===== src/rtl/core_sfr_pkg.sv =====
// constants and types for the core special-function register block
package core_sfr_pkg;

  localparam logic [7:0] IDX_PORT_ZERO   = 8'h00;
  localparam logic [7:0] IDX_PTR_ZERO    = 8'h01;
  localparam logic [7:0] IDX_PORT_ONE    = 8'h02;
  localparam logic [7:0] IDX_PTR_ONE     = 8'h03;
  localparam logic [7:0] IDX_BANK_SELECT = 8'h04;
  localparam logic [7:0] IDX_WORK        = 8'h05;
  localparam logic [7:0] IDX_PROG_LOW    = 8'h06;
  localparam logic [7:0] IDX_TBL_LOW     = 8'h07;
  localparam logic [7:0] IDX_TBL_RESULT  = 8'h08;
  localparam logic [7:0] IDX_TBL_HIGH    = 8'h09;
  localparam logic [7:0] IDX_STATUS      = 8'h0a;
  localparam logic [7:0] IDX_LAST        = 8'h0a;

  localparam int BIT_CARRY  = 0;
  localparam int BIT_NIBBLE = 1;
  localparam int BIT_ZERO   = 2;
  localparam int BIT_WRAP   = 3;
  localparam int BIT_SLEEP  = 4;
  localparam int BIT_EXPIRY = 5;

  localparam logic [7:0] RESET_BYTE = 8'h00;
  localparam logic       RESET_BANK = 1'b0;

  typedef enum logic [3:0] {
    ALU_NONE, ALU_ADD, ALU_ADC, ALU_SUB, ALU_SBC,
    ALU_AND, ALU_OR, ALU_XOR, ALU_RLC, ALU_RRC
  } alu_op_t;

  typedef struct packed {
    logic       rd;
    logic       wr;
    logic [7:0] addr;
    logic [7:0] wdata;
  } dm_req_t;

  typedef struct packed {
    alu_op_t    op;
    logic [7:0] a;
    logic [7:0] b;
    logic       to_work;
  } alu_req_t;

endpackage : core_sfr_pkg


===== src/rtl/core_special_registers.sv =====
// special-function registers, indirect addressing, flags and apb slave
`timescale 1ns/1ns
`default_nettype none
module core_special_registers
  import core_sfr_pkg::*;
(
  input  wire logic          clock,
  input  wire logic          rst_n,
  input  wire logic          ce,
  input  wire logic          psel,
  input  wire logic          penable,
  input  wire logic          pwrite,
  input  wire logic [11:0]   paddr,
  input  wire logic [31:0]   pwdata,
  output logic      [31:0]   prdata,
  output logic               pready,
  output logic               pslverr,
  input  wire dm_req_t       dm_req,
  output logic      [7:0]    dm_rdata,
  output logic               dm_rvalid,
  output logic      [8:0]    ram_addr,
  output logic               ram_we,
  output logic      [7:0]    ram_wdata,
  input  wire logic [7:0]    ram_rdata,
  input  wire alu_req_t      alu_req,
  output logic      [7:0]    alu_result,
  input  wire logic [7:0]    pc_low_now,
  output logic               pc_load,
  output logic      [7:0]    pc_load_value,
  output logic               dummy_cycle,
  input  wire logic          tbl_read,
  output logic      [15:0]   prog_addr,
  output logic               prog_req,
  input  wire logic          prog_ack,
  input  wire logic [15:0]   prog_rdata,
  output logic      [7:0]    tbl_low_data,
  output logic               tbl_done,
  input  wire logic          halt_exec,
  input  wire logic          dog_kick_instr,
  input  wire logic          dog_timeout,
  input  wire logic          sys_reset,
  input  wire logic          sys_reset_dog
);

  logic [7:0] pointer_zero;
  logic [7:0] pointer_one;
  logic       bank_sel_bit;
  logic [7:0] work_register;
  logic [7:0] table_ptr_low;
  logic [7:0] table_ptr_high;
  logic [7:0] table_result_high;
  logic [3:0] arith_flags;
  logic       sleep_flag;
  logic       dog_expiry_flag;
  logic       tbl_busy;

  function automatic logic [10:0] add_flags(input logic [7:0] a,
                                            input logic [7:0] b,
                                            input logic       ci);
    logic [4:0] lo;
    logic [7:0] s7;
    logic [8:0] s;
    lo = {1'b0, a[3:0]} + {1'b0, b[3:0]} + {4'h0, ci};
    s7 = {1'b0, a[6:0]} + {1'b0, b[6:0]} + {7'h00, ci};
    s  = {1'b0, a} + {1'b0, b} + {8'h00, ci};
    // {wrap, nibble, carry, sum}
    return {s7[7] ^ s[8], lo[4], s[8], s[7:0]};
  endfunction : add_flags

  function automatic logic [7:0] status_byte(input logic [3:0] f,
                                             input logic       slp,
                                             input logic       exp);
    return {2'b00, exp, slp, f};
  endfunction : status_byte

  // address steering for core accesses
  logic [8:0] eff_addr;
  logic       eff_null;
  logic       eff_sfr;
  always_comb begin
    eff_null = 1'b0;
    if (dm_req.addr == IDX_PORT_ZERO) begin
      eff_addr = {1'b0, pointer_zero};
    end else if (dm_req.addr == IDX_PORT_ONE) begin
      eff_addr = {bank_sel_bit, pointer_one};
    end else begin
      eff_addr = {1'b0, dm_req.addr};
    end
    if ((dm_req.addr == IDX_PORT_ZERO || dm_req.addr == IDX_PORT_ONE) &&
        (eff_addr[7:0] == IDX_PORT_ZERO ||
         eff_addr[7:0] == IDX_PORT_ONE)) begin
      eff_null = 1'b1;
    end
    // bank bit ignored for the special area
    eff_sfr = eff_addr[7:0] <= IDX_LAST;
  end

  function automatic logic [7:0] sfr_read(input logic [7:0] idx,
                                          input logic [7:0] pz,
                                          input logic [7:0] po,
                                          input logic       bk,
                                          input logic [7:0] wk,
                                          input logic [7:0] prog_low_byte,
                                          input logic [7:0] tl,
                                          input logic [7:0] tr,
                                          input logic [7:0] th,
                                          input logic [7:0] st);
    case (idx)
      IDX_PTR_ZERO:    return pz;
      IDX_PTR_ONE:     return po;
      IDX_BANK_SELECT: return {7'h00, bk};
      IDX_WORK:        return wk;
      IDX_PROG_LOW:    return prog_low_byte;
      IDX_TBL_LOW:     return tl;
      IDX_TBL_RESULT:  return tr;
      IDX_TBL_HIGH:    return th;
      IDX_STATUS:      return st;
      default:         return RESET_BYTE; // ports themselves hold nothing
    endcase
  endfunction : sfr_read

  // apb side: core accesses take priority, so apb waits them out
  logic       core_busy;
  logic       apb_access;
  logic [9:0] apb_idx;
  logic       apb_bad;
  assign core_busy  = dm_req.rd | dm_req.wr;
  assign apb_idx    = paddr[11:2];
  assign apb_bad    = (apb_idx > {2'b00, IDX_LAST}) || (paddr[1:0] != 2'b00);
  assign pready     = ~core_busy & ce;
  assign pslverr    = psel & penable & apb_bad;
  assign apb_access = psel & penable & ~core_busy & ce;

  logic [7:0] status_now;
  assign status_now = status_byte(arith_flags, sleep_flag, dog_expiry_flag);

  always_comb begin
    prdata = 32'h0000_0000;
    if (psel && !apb_bad) begin
      prdata = {24'h000000,
                sfr_read(apb_idx[7:0], pointer_zero, pointer_one,
                         bank_sel_bit, work_register, pc_low_now,
                         table_ptr_low, table_result_high,
                         table_ptr_high, status_now)};
    end
  end

  // single merged write port into the special registers
  logic       wr_en;
  logic [7:0] wr_idx;
  logic [7:0] wr_data;
  always_comb begin
    wr_en   = 1'b0;
    wr_idx  = RESET_BYTE;
    wr_data = RESET_BYTE;
    if (dm_req.wr && eff_sfr && !eff_null) begin
      wr_en   = 1'b1;
      wr_idx  = eff_addr[7:0];
      wr_data = dm_req.wdata;
    end else if (apb_access && pwrite && !apb_bad) begin
      wr_en   = 1'b1;
      wr_idx  = apb_idx[7:0];
      wr_data = pwdata[7:0];
    end
  end

  // general memory outside this block
  assign ram_addr  = eff_addr;
  assign ram_we    = ce & dm_req.wr & ~eff_sfr & ~eff_null;
  assign ram_wdata = dm_req.wdata;

  always_ff @(posedge clock or negedge rst_n) begin
    if (!rst_n) begin
      dm_rdata  <= RESET_BYTE;
      dm_rvalid <= 1'b0;
    end else if (ce) begin
      dm_rvalid <= dm_req.rd;
      if (dm_req.rd) begin
        if (eff_null) begin
          dm_rdata <= RESET_BYTE;
        end else if (eff_sfr) begin
          dm_rdata <= sfr_read(eff_addr[7:0], pointer_zero, pointer_one,
                               bank_sel_bit, work_register, pc_low_now,
                               table_ptr_low, table_result_high,
                               table_ptr_high, status_now);
        end else begin
          dm_rdata <= ram_rdata;
        end
      end
    end
  end

  // pointers and table pointers: ordinary storage, inc/dec is read-modify
  always_ff @(posedge clock or negedge rst_n) begin
    if (!rst_n) begin
      pointer_zero   <= RESET_BYTE;
      pointer_one    <= RESET_BYTE;
      table_ptr_low  <= RESET_BYTE;
      table_ptr_high <= RESET_BYTE;
    end else if (ce && wr_en) begin
      case (wr_idx)
        IDX_PTR_ZERO: pointer_zero   <= wr_data;
        IDX_PTR_ONE:  pointer_one    <= wr_data;
        IDX_TBL_LOW:  table_ptr_low  <= wr_data;
        IDX_TBL_HIGH: table_ptr_high <= wr_data;
        default: ;
      endcase
    end
  end

  // bank select survives only a watchdog wake from sleep
  always_ff @(posedge clock or negedge rst_n) begin
    if (!rst_n) begin
      bank_sel_bit <= RESET_BANK;
    end else if (ce) begin
      if (sys_reset) begin
        if (!(sys_reset_dog && sleep_flag)) begin
          bank_sel_bit <= RESET_BANK;
        end
      end else if (wr_en && wr_idx == IDX_BANK_SELECT) begin
        bank_sel_bit <= wr_data[0];
      end
    end
  end

  // alu: results and flags
  logic [10:0] sum;
  logic [7:0]  res;
  logic [3:0]  next_flags;
  always_comb begin
    sum        = 11'h000;
    res        = alu_req.a;
    next_flags = arith_flags;
    case (alu_req.op)
      ALU_ADD: sum = add_flags(alu_req.a, alu_req.b, 1'b0);
      ALU_ADC: sum = add_flags(alu_req.a, alu_req.b, arith_flags[BIT_CARRY]);
      ALU_SUB: sum = add_flags(alu_req.a, ~alu_req.b, 1'b1);
      ALU_SBC: sum = add_flags(alu_req.a, ~alu_req.b, arith_flags[BIT_CARRY]);
      default: ;
    endcase
    case (alu_req.op)
      ALU_ADD, ALU_ADC, ALU_SUB, ALU_SBC: begin
        res                    = sum[7:0];
        next_flags[BIT_CARRY]  = sum[8];
        next_flags[BIT_NIBBLE] = sum[9];
        next_flags[BIT_WRAP]   = sum[10];
        next_flags[BIT_ZERO]   = sum[7:0] == 8'h00;
      end
      ALU_AND, ALU_OR, ALU_XOR: begin
        res = (alu_req.op == ALU_AND) ? (alu_req.a & alu_req.b) :
              (alu_req.op == ALU_OR)  ? (alu_req.a | alu_req.b) :
                                        (alu_req.a ^ alu_req.b);
        next_flags[BIT_ZERO] = res == 8'h00;
      end
      ALU_RLC: begin
        res                   = {alu_req.a[6:0], arith_flags[BIT_CARRY]};
        next_flags[BIT_CARRY] = alu_req.a[7];
      end
      ALU_RRC: begin
        res                   = {arith_flags[BIT_CARRY], alu_req.a[7:1]};
        next_flags[BIT_CARRY] = alu_req.a[0];
      end
      default: ;
    endcase
  end

  always_ff @(posedge clock or negedge rst_n) begin
    if (!rst_n) begin
      alu_result <= RESET_BYTE;
    end else if (ce && alu_req.op != ALU_NONE) begin
      alu_result <= res;
    end
  end

  // an alu result bound for the work register beats a move into it
  always_ff @(posedge clock or negedge rst_n) begin
    if (!rst_n) begin
      work_register <= RESET_BYTE;
    end else if (ce) begin
      if (alu_req.op != ALU_NONE && alu_req.to_work) begin
        work_register <= res;
      end else if (wr_en && wr_idx == IDX_WORK) begin
        work_register <= wr_data;
      end
    end
  end

  // arithmetic flags; a status write replaces them, system flags untouched
  always_ff @(posedge clock or negedge rst_n) begin
    if (!rst_n) begin
      arith_flags <= 4'h0;
    end else if (ce) begin
      if (wr_en && wr_idx == IDX_STATUS) begin
        arith_flags <= wr_data[BIT_WRAP:BIT_CARRY];
      end else if (alu_req.op != ALU_NONE) begin
        arith_flags <= next_flags;
      end
    end
  end

  // status is not stacked on calls or interrupts, no save path
  always_ff @(posedge clock or negedge rst_n) begin
    if (!rst_n) begin
      sleep_flag <= 1'b0;
    end else if (ce) begin
      if (halt_exec) begin
        sleep_flag <= 1'b1;
      end else if (dog_kick_instr) begin
        sleep_flag <= 1'b0;
      end
    end
  end

  always_ff @(posedge clock or negedge rst_n) begin
    if (!rst_n) begin
      dog_expiry_flag <= 1'b0;
    end else if (ce) begin
      // a time-out in the clearing cycle is kept
      if (dog_timeout) begin
        dog_expiry_flag <= 1'b1;
      end else if (dog_kick_instr || halt_exec) begin
        dog_expiry_flag <= 1'b0;
      end
    end
  end

  // program counter low byte: jump inside the page plus one dummy cycle
  always_ff @(posedge clock or negedge rst_n) begin
    if (!rst_n) begin
      pc_load       <= 1'b0;
      pc_load_value <= RESET_BYTE;
      dummy_cycle   <= 1'b0;
    end else if (ce) begin
      pc_load     <= wr_en && wr_idx == IDX_PROG_LOW;
      dummy_cycle <= pc_load;
      if (wr_en && wr_idx == IDX_PROG_LOW) begin
        pc_load_value <= wr_data;
      end
    end
  end

  // table read: one outstanding fetch at a time
  assign prog_addr = {table_ptr_high, table_ptr_low};
  assign prog_req  = tbl_busy;

  always_ff @(posedge clock or negedge rst_n) begin
    if (!rst_n) begin
      tbl_busy          <= 1'b0;
      tbl_done          <= 1'b0;
      tbl_low_data      <= RESET_BYTE;
      table_result_high <= RESET_BYTE;
    end else if (ce) begin
      tbl_done <= 1'b0;
      if (tbl_busy && prog_ack) begin
        tbl_busy          <= 1'b0;
        tbl_done          <= 1'b1;
        table_result_high <= prog_rdata[15:8];
        tbl_low_data      <= prog_rdata[7:0];
      end else if (tbl_read) begin
        tbl_busy <= 1'b1;
      end else if (wr_en && wr_idx == IDX_TBL_RESULT) begin
        table_result_high <= wr_data;
      end
    end
  end

endmodule : core_special_registers
`default_nettype wire


===== config.mk =====
export PLATFORM = sky130hd
export DESIGN_NAME = core_special_registers
export DESIGN_NICKNAME = d
export VERILOG_FILES = /design/src/rtl/core_sfr_pkg.sv /design/src/rtl/core_special_registers.sv
export SDC_FILE = /design/constraint.sdc
export NUM_CORES = 1
export LEC_CHECK = 0
export BUFFER_PORTS_ARGS = -buffer_cell sky130_fd_sc_hd__buf_2
export CAP_MARGIN = 20
export CORE_MARGIN = 4
export CORE_UTILIZATION = 58
export DETAILED_ROUTE_END_ITERATION = 16
export GPL_TIMING_DRIVEN = 0
export PLACE_DENSITY = 0.91
export SYNTH_ARGS = -nofsm -noshare
export SYNTH_HDL_FRONTEND = slang
export SYNTH_SLANG_ARGS = --single-unit

===== constraint.sdc =====
create_clock -name clock -period 5.2 [get_ports clock]
set_clock_uncertainty 0.1 [all_clocks]
set_input_delay 0.52 -clock clock [delete_from_list [all_inputs] [get_ports clock]]
set_output_delay 0.52 -clock clock [all_outputs]
set_load 0.05 [all_outputs]

Yosys cells after proc, flatten, opt, wreduce, memory -nomap -nowiden
Cells that the tools add are included.
{"block": "classes", "n_addsub": 15, "n_mul": 0, "n_div": 0, "n_lt_le_gt_ge": 2, "eq_ne": 40, "shifts": 0, "muxes": 39, "bitwise_logic": 20, "reduce_logical": 56}
{"cell": "one-hot mux 8 bit (9 select lines)", "count": 2}
{"cell": "2-to-1 mux 8 bit", "count": 14}
{"cell": "== test 8 x 3 -> 1 bit, second input constant", "count": 12}
{"cell": "== test 8 x 4 -> 1 bit, second input constant", "count": 9}
{"cell": "one-hot mux 11 bit (4 select lines)", "count": 1}
{"cell": "== test 8 x 2 -> 1 bit, second input constant", "count": 5}
{"cell": "zero test 8 bit", "count": 4}
{"cell": "one-hot mux 8 bit (4 select lines)", "count": 1}
{"cell": "== test 8 x 1 -> 1 bit, second input constant", "count": 3}
{"cell": "AND reduction 2 bit", "count": 11}
{"cell": "adder 8 x 8 -> 9 bit", "count": 2}
{"cell": "adder 9 x 1 -> 9 bit", "count": 2}
{"cell": "2-to-1 mux 9 bit", "count": 2}
{"cell": "nonzero test 2 bit", "count": 9}
{"cell": "adder 7 x 7 -> 8 bit", "count": 2}
{"cell": "adder 8 x 1 -> 8 bit", "count": 2}
{"cell": "== test 4 x 3 -> 1 bit, second input constant", "count": 4}
{"cell": "logical AND 1 bit", "count": 16}
{"cell": "2-to-1 mux 1 bit", "count": 15}
{"cell": "AND reduction 3 bit", "count": 5}
{"cell": "adder 4 x 4 -> 5 bit", "count": 2}
{"cell": "adder 5 x 1 -> 5 bit", "count": 2}
{"cell": "> comparator 10 x 4 -> 1 bit, second input constant", "count": 1}
{"cell": "adder 9 x 1 -> 9 bit, second input constant", "count": 1}
{"cell": "25 further kinds", "count": 45}
{"block": "totals", "reg_bits": 92, "latch_bits": 0, "ram_bits": 0, "mem_bits_ro": 0, "inputBits": 128, "output_inout_bits": 105, "memories": 0}

Longest topological paths before layout
{"block": "logic_depth", "depth_word": 15, "mapped_depth": 14}

Worst setup path after synthesis
OpenSTA, ideal clock, no wires.
{"block": "synth_timing", "path_kind": "input to register", "startpoint": "in dm_req[12] in the netlist's numbering", "endpoint": "reg arith_flags[2]", "setup_time_ns": 0.128, "arrival_time_ns": 3.612, "required_ns": 4.972, "slack_ns": 1.360, "path_stages": 11, "n_path_buf": 2, "path_cell_list": "or4_1 -> buf_2 -> o41ai_4 -> inv_1 -> nor4_2 -> a32oi_1 -> nor2_1 -> buf_4 -> mux2i_1 -> o41ai_1 -> mux2_1"}
{"block": "synth_between", "elab_chain_cells": 14, "elab_cells_between_ends": 23}
{"element": "start, declared", "line_no": "core_special_registers.sv:18", "source": "input wire dm_req_t dm_req,"}
{"element": "== test 8 x 2 -> 1 bit", "line_no": "core_special_registers.sv:84", "source": "end else if (dm_req.addr == IDX_PORT_ONE) begin"}
{"element": "2-to-1 mux 9 bit", "line_no": "core_special_registers.sv:84"}
{"element": "2-to-1 mux 9 bit *", "line_no": "core_special_registers.sv:82", "source": "if (dm_req.addr == IDX_PORT_ZERO) begin"}
{"element": "via ram_addr[3]", "line_no": "core_special_registers.sv:21", "source": "output logic [8:0] ram_addr,"}
{"element": "parallel branches: the longest is 11 deep, another holds <= comparator 8 x 4 -> 1 bit"}
{"element": "end signal, assigned", "line_no": "core_special_registers.sv:294", "source": "arith_flags <= wr_data[BIT_WRAP:BIT_CARRY];"}
{"element": "end signal, assigned", "line_no": "core_special_registers.sv:296", "source": "arith_flags <= next_flags;"}
{"element": "end, declared", "line_no": "core_special_registers.sv:52", "source": "logic [3:0] arith_flags;"}
Mark *: on every way through the listed nets, which the timed path passes.
A chain may end at the register's enable or synchronous reset.

Worst setup path after layout
{"block": "layout_timing", "startpoint": "in alu_req[9] in the netlist's numbering", "endpoint": "reg work_register[5]"}
{"block": "layout_between", "elab_chain_cells": 5, "elab_cells_between_ends": 8}
{"element": "start, declared", "line_no": "core_special_registers.sv:25", "source": "input wire alu_req_t alu_req,"}
{"element": "adder 8 x 8 -> 9 bit", "line_no": "core_special_registers.sv:65", "source": "s = {1'b0, a} + {1'b0, b} + {8'h00, ci};"}
{"element": "adder 9 x 1 -> 9 bit", "line_no": "core_special_registers.sv:65"}
{"element": "one-hot mux 11 bit (4 select lines) *", "line_no": "core_special_registers.sv:234", "source": "case (alu_req.op)"}
{"element": "one-hot mux 8 bit (4 select lines) *", "line_no": "core_special_registers.sv:241", "source": "case (alu_req.op)"}
{"element": "2-to-1 mux 8 bit *", "line_no": "core_special_registers.sv:280", "source": "if (alu_req.op != ALU_NONE && alu_req.to_work) begin"}
{"element": "end signal, assigned", "line_no": "core_special_registers.sv:281", "source": "work_register <= res;"}
{"element": "end signal, assigned", "line_no": "core_special_registers.sv:283", "source": "work_register <= wr_data;"}
{"element": "end, declared", "line_no": "core_special_registers.sv:48", "source": "logic [7:0] work_register;"}
Mark *: on every way between the ends. The rest lies on a longest branch, timed or not.

==> results.yml <==
timing:
  fin_tns_setup_ns: 0
  fmax_mhz: 240
  drv_slew: 0
  fin_crit_ns: 4.17
  hold_ws_ns: 0.0565
  finalCritPeriodShare_pct: 80.1
  hold_viol_final: 0
  setup_violations: 0
  slew-limit-headroom_pct: 18.5
  rsz0062_at_grt: "no"
  worst_slew_pin_slew_ns: 1.22
grt:
  grt_usage_pct: 36.7
  grt_pass1_vias: 8362
  antenna_found_initial: 1
  gr-total-overflow: 0
  grt_pass1_wl_mm: 46.3
  grt_max_degree: 49
route:
  drc: 0
  routed_via_density: 6.65
  first_pass_iters: 8
  wire_per_inst_um: 22.9
  drt_iter0_drc: 1137
  antenna_left: 0
  drt-total-wl_mm: 30.8
  vias: 8962
run_status:
  run_status: "finished clean"
critical_path:
  worst_setup_path_start_kind: "primary input"
  endpoint_kind: "flip-flop"
  crit_fanout: 10
  startpoint: "alu_req[9]"
  reg2reg_depth: 11
  critPathKind: "in -> reg"
  r2r_start: "pointer_one[2]"
  timing.rr.end: "arith_flags[0]"
  reg2reg_slack_ns: 1.58
  crit_path_end: "work_register[5]"
  worstPathRequired_ns: 5.31
  arrival_ns: 4.27
synthesis:
  syn_inst: 941
  ys_ff_latch: 92
  seq_area_frac_synth_pct: 28.1
  ys.flop_type: "dfrtp_1"
  synth_edf_count: 0
  synth_warnings: 0
  syn_avg_cell_area_um2: 8.71
  syn_area_um2: 8200
  synthArstFlopShare_pct: 100
  ys_types: 85
cts:
  cts_tree: "built"
  htreeDepth: 3
  cts_setup_buffers: 0
  clk_latency_ns: 0.36
  clk_pin_slew_ns: 0.07
  clockBufferDepth: 2
  cts_buffers: 9
  cts_sinks: 92
  cts-hold-fix-buffers: 0
  root_buffer: "clkbuf_16"
  cts.repair.resized: 0
place:
  dp_hpwl_mm: 24.0
  globalplace.congestion: 1.01
  io_buffer_count: 182
  dpl.cell_count: 1330
floorplan:
  ios: 233
  coreArea_um2: 13900
  core.rowCount: 43
  die_y_um: 127
  fp.dieW_um: 127
  initial_utilization_pct: 59.1
  die_area_um2: 16100
power:
  total_power_mw: 2.47
  vdd_drop_max_v: 0.000185
  powerDensity_nw_per_um2: 252
  leakagePower_nw: 4.62
cells_and_area:
  area_growth_pct: 19.5
  final_util_pct: 70.6
  n_antenna_cell: 0
  drive_above_1_share_pct: 27.9
  nets: 1321
  final_cells: 1347
hold_path:
  min_path_type: "in -> async"
run:
  cap_violations: 0
## metal layers
layer	wire (um)	GRT usage, %
met4	1970	20.7
met1	11300	44.9
met3	3120	6.65
met2	14500	60.9
met5	0	0
## cell usage in the layout (no fill, tap or decap), types with 6 or more instances in the layout
cell       Yosys  final
a22oi_1       14     14
a21oi_1       56     56
ha_1          29     29
a221oi_1      16     16
o211ai_1      10     10
and3_1        10     10
nor2b_1        8      8
a22o_1        12     12
a21o_1         9      9
clkbuf_1      34     34
a211oi_1      18     18
xnor2_1       16     16
a31oi_1       23     23
mux2_2        49     49
nand2_1       73     73
dfrtp_1       92     92
a222oi_1      15     15
o21ai_0       35     35
mux2_1        10     10
mux2i_1       30     30
inv_1         36     36
conb_1         1     24
and2_1         6      6
clkbuf_16      0      9
nor3_1        20     20
nand2b_1      13     13
xor2_1         9      9
nand4_1        7      7
or3_1          7      7
nor4_1         7      7
buf_2          9    192
nand3b_1       8      8
nor2_1        78     78
nand3_1       24     24
mux2_4         8      8
o22ai_1        9      9
buf_4         34     35
## metrics by stage
stage / instance area, um^2 / setup slack (ns)
after detailed placement: 9480 / 0.870
after global placement: 9420 / 0.828
after global routing: 9800 / 0.844
after CTS: 9790 / 1.23
after floorplan: 8280 / 1.36
final: 9800 / 1.03
## critical path, stage by stage
cell and delay, ns:
buf_2 0.16, ha_1 0.23, fa_1 0.35, clkbuf_1 0.23, xnor2_1 0.67, nand4_1 0.17, mux2i_1 0.46, a211oi_1 0.15
a2111oi_0 0.58, o21ai_0 0.19, o21ai_0 0.42, a31oi_1 0.14
## cell usage after synthesis (5+ instances only)
library cell,number,area share (%)
a211oi_1,18,1.6
a21o_1,9,0.82
a21oi_1,56,3.4
a221oi_1,16,1.7
a222oi_1,15,1.8
a22o_1,12,1.3
a22oi_1,14,1.3
a31oi_1,23,1.8
and2_1,6,0.46
and3_1,10,0.76
buf_1,5,0.23
buf_2,9,0.55
buf_4,34,3.1
clkbuf_1,34,1.6
dfrtp_1,92,28
ha_1,29,4.4
inv_1,36,1.6
mux2_1,10,1.4
mux2_2,49,6.7
mux2_4,8,1.5
mux2i_1,30,3.7
nand2_1,73,3.3
nand2b_1,13,0.99
nand3_1,24,1.5
nand3b_1,8,0.73
nand4_1,7,0.53
nor2_1,78,3.6
nor2b_1,8,0.61
nor3_1,20,1.2
nor4_1,7,0.53
nor4b_1,5,0.53
o211ai_1,10,0.92
o21ai_0,35,2.1
o22ai_1,9,0.69
o2bb2ai_1,5,0.53
or3_1,7,0.53
xnor2_1,16,1.7
xor2_1,9,0.96
## sequential cells by signal, summed over array words and instances, names as in the netlist
signal and count:
pointer_one 8, table_ptr_high 8, table_ptr_low 8, tbl_low_data 8, alu_result 8, pc_load_value 8
dm_rvalid 1, pc_load 1, prog_req 1, dog_expiry_flag 1, dm_rdata 8, work_register 8
tbl_done 1, table_result_high 8, bank_sel_bit 1, pointer_zero 8, dummy_cycle 1, arith_flags 4
sleep_flag 1
## logic make-up after synthesis
kind of cell,count (synthesis),share of synthesized area [%]
buffers and inverters,119,7.14
xor gates and xnor gates,27,3.22
adders and majority gates,31,4.91
AOI/OAI and AO/OA,278,24.5
DFF,92,28.1
other,1,0.0457
muxes,98,13.5
and+or+nand+nor,295,18.6
## final cells by class
| class | count | area [um^2] |
|---|---|---|
| Clock inverter | 7 | 91.3 |
| Tap cell | 180 | 225 |
| Sequential cell | 92 | 2300 |
| Multi-Input combinational cell | 753 | 5400 |
| Buffer | 82 | 447 |
| Timing Repair Buffer | 187 | 966 |
| Inverter | 37 | 139 |
| Fill cell | 1152 | 4080 |
| Clock buffer | 9 | 225 |
## worst min-delay path by stage
stage | start | end | slack [ns] | cells past startpoint
after floorplan | rst_n | alu_result[0] | 0.12 | 0
after global placement | alu_result[7] | alu_result[7] | 0.36 | 2
after detailed placement | dm_rdata[7] | dm_rdata[7] | 0.36 | 1
after CTS | rst_n | dm_rdata[0] | 0.08 | 1
after global routing | rst_n | dm_rdata[7] | 0.11 | 1
final | rst_n | dm_rdata[0] | 0.06 | 1
## where the power goes
| part | leakage (nW) | total, mW | internal, mW | switching (mW) |
|---|---|---|---|---|
| clock network | 0.152 | 0.680 | 0.347 | 0.332 |
| registers | 1.20 | 0.868 | 0.792 | 0.0759 |
| logic | 3.27 | 0.919 | 0.302 | 0.617 |
| total | 4.62 | 2.47 | 1.44 | 1.03 |
Note: power is estimated with default switching activity, not from simulation.
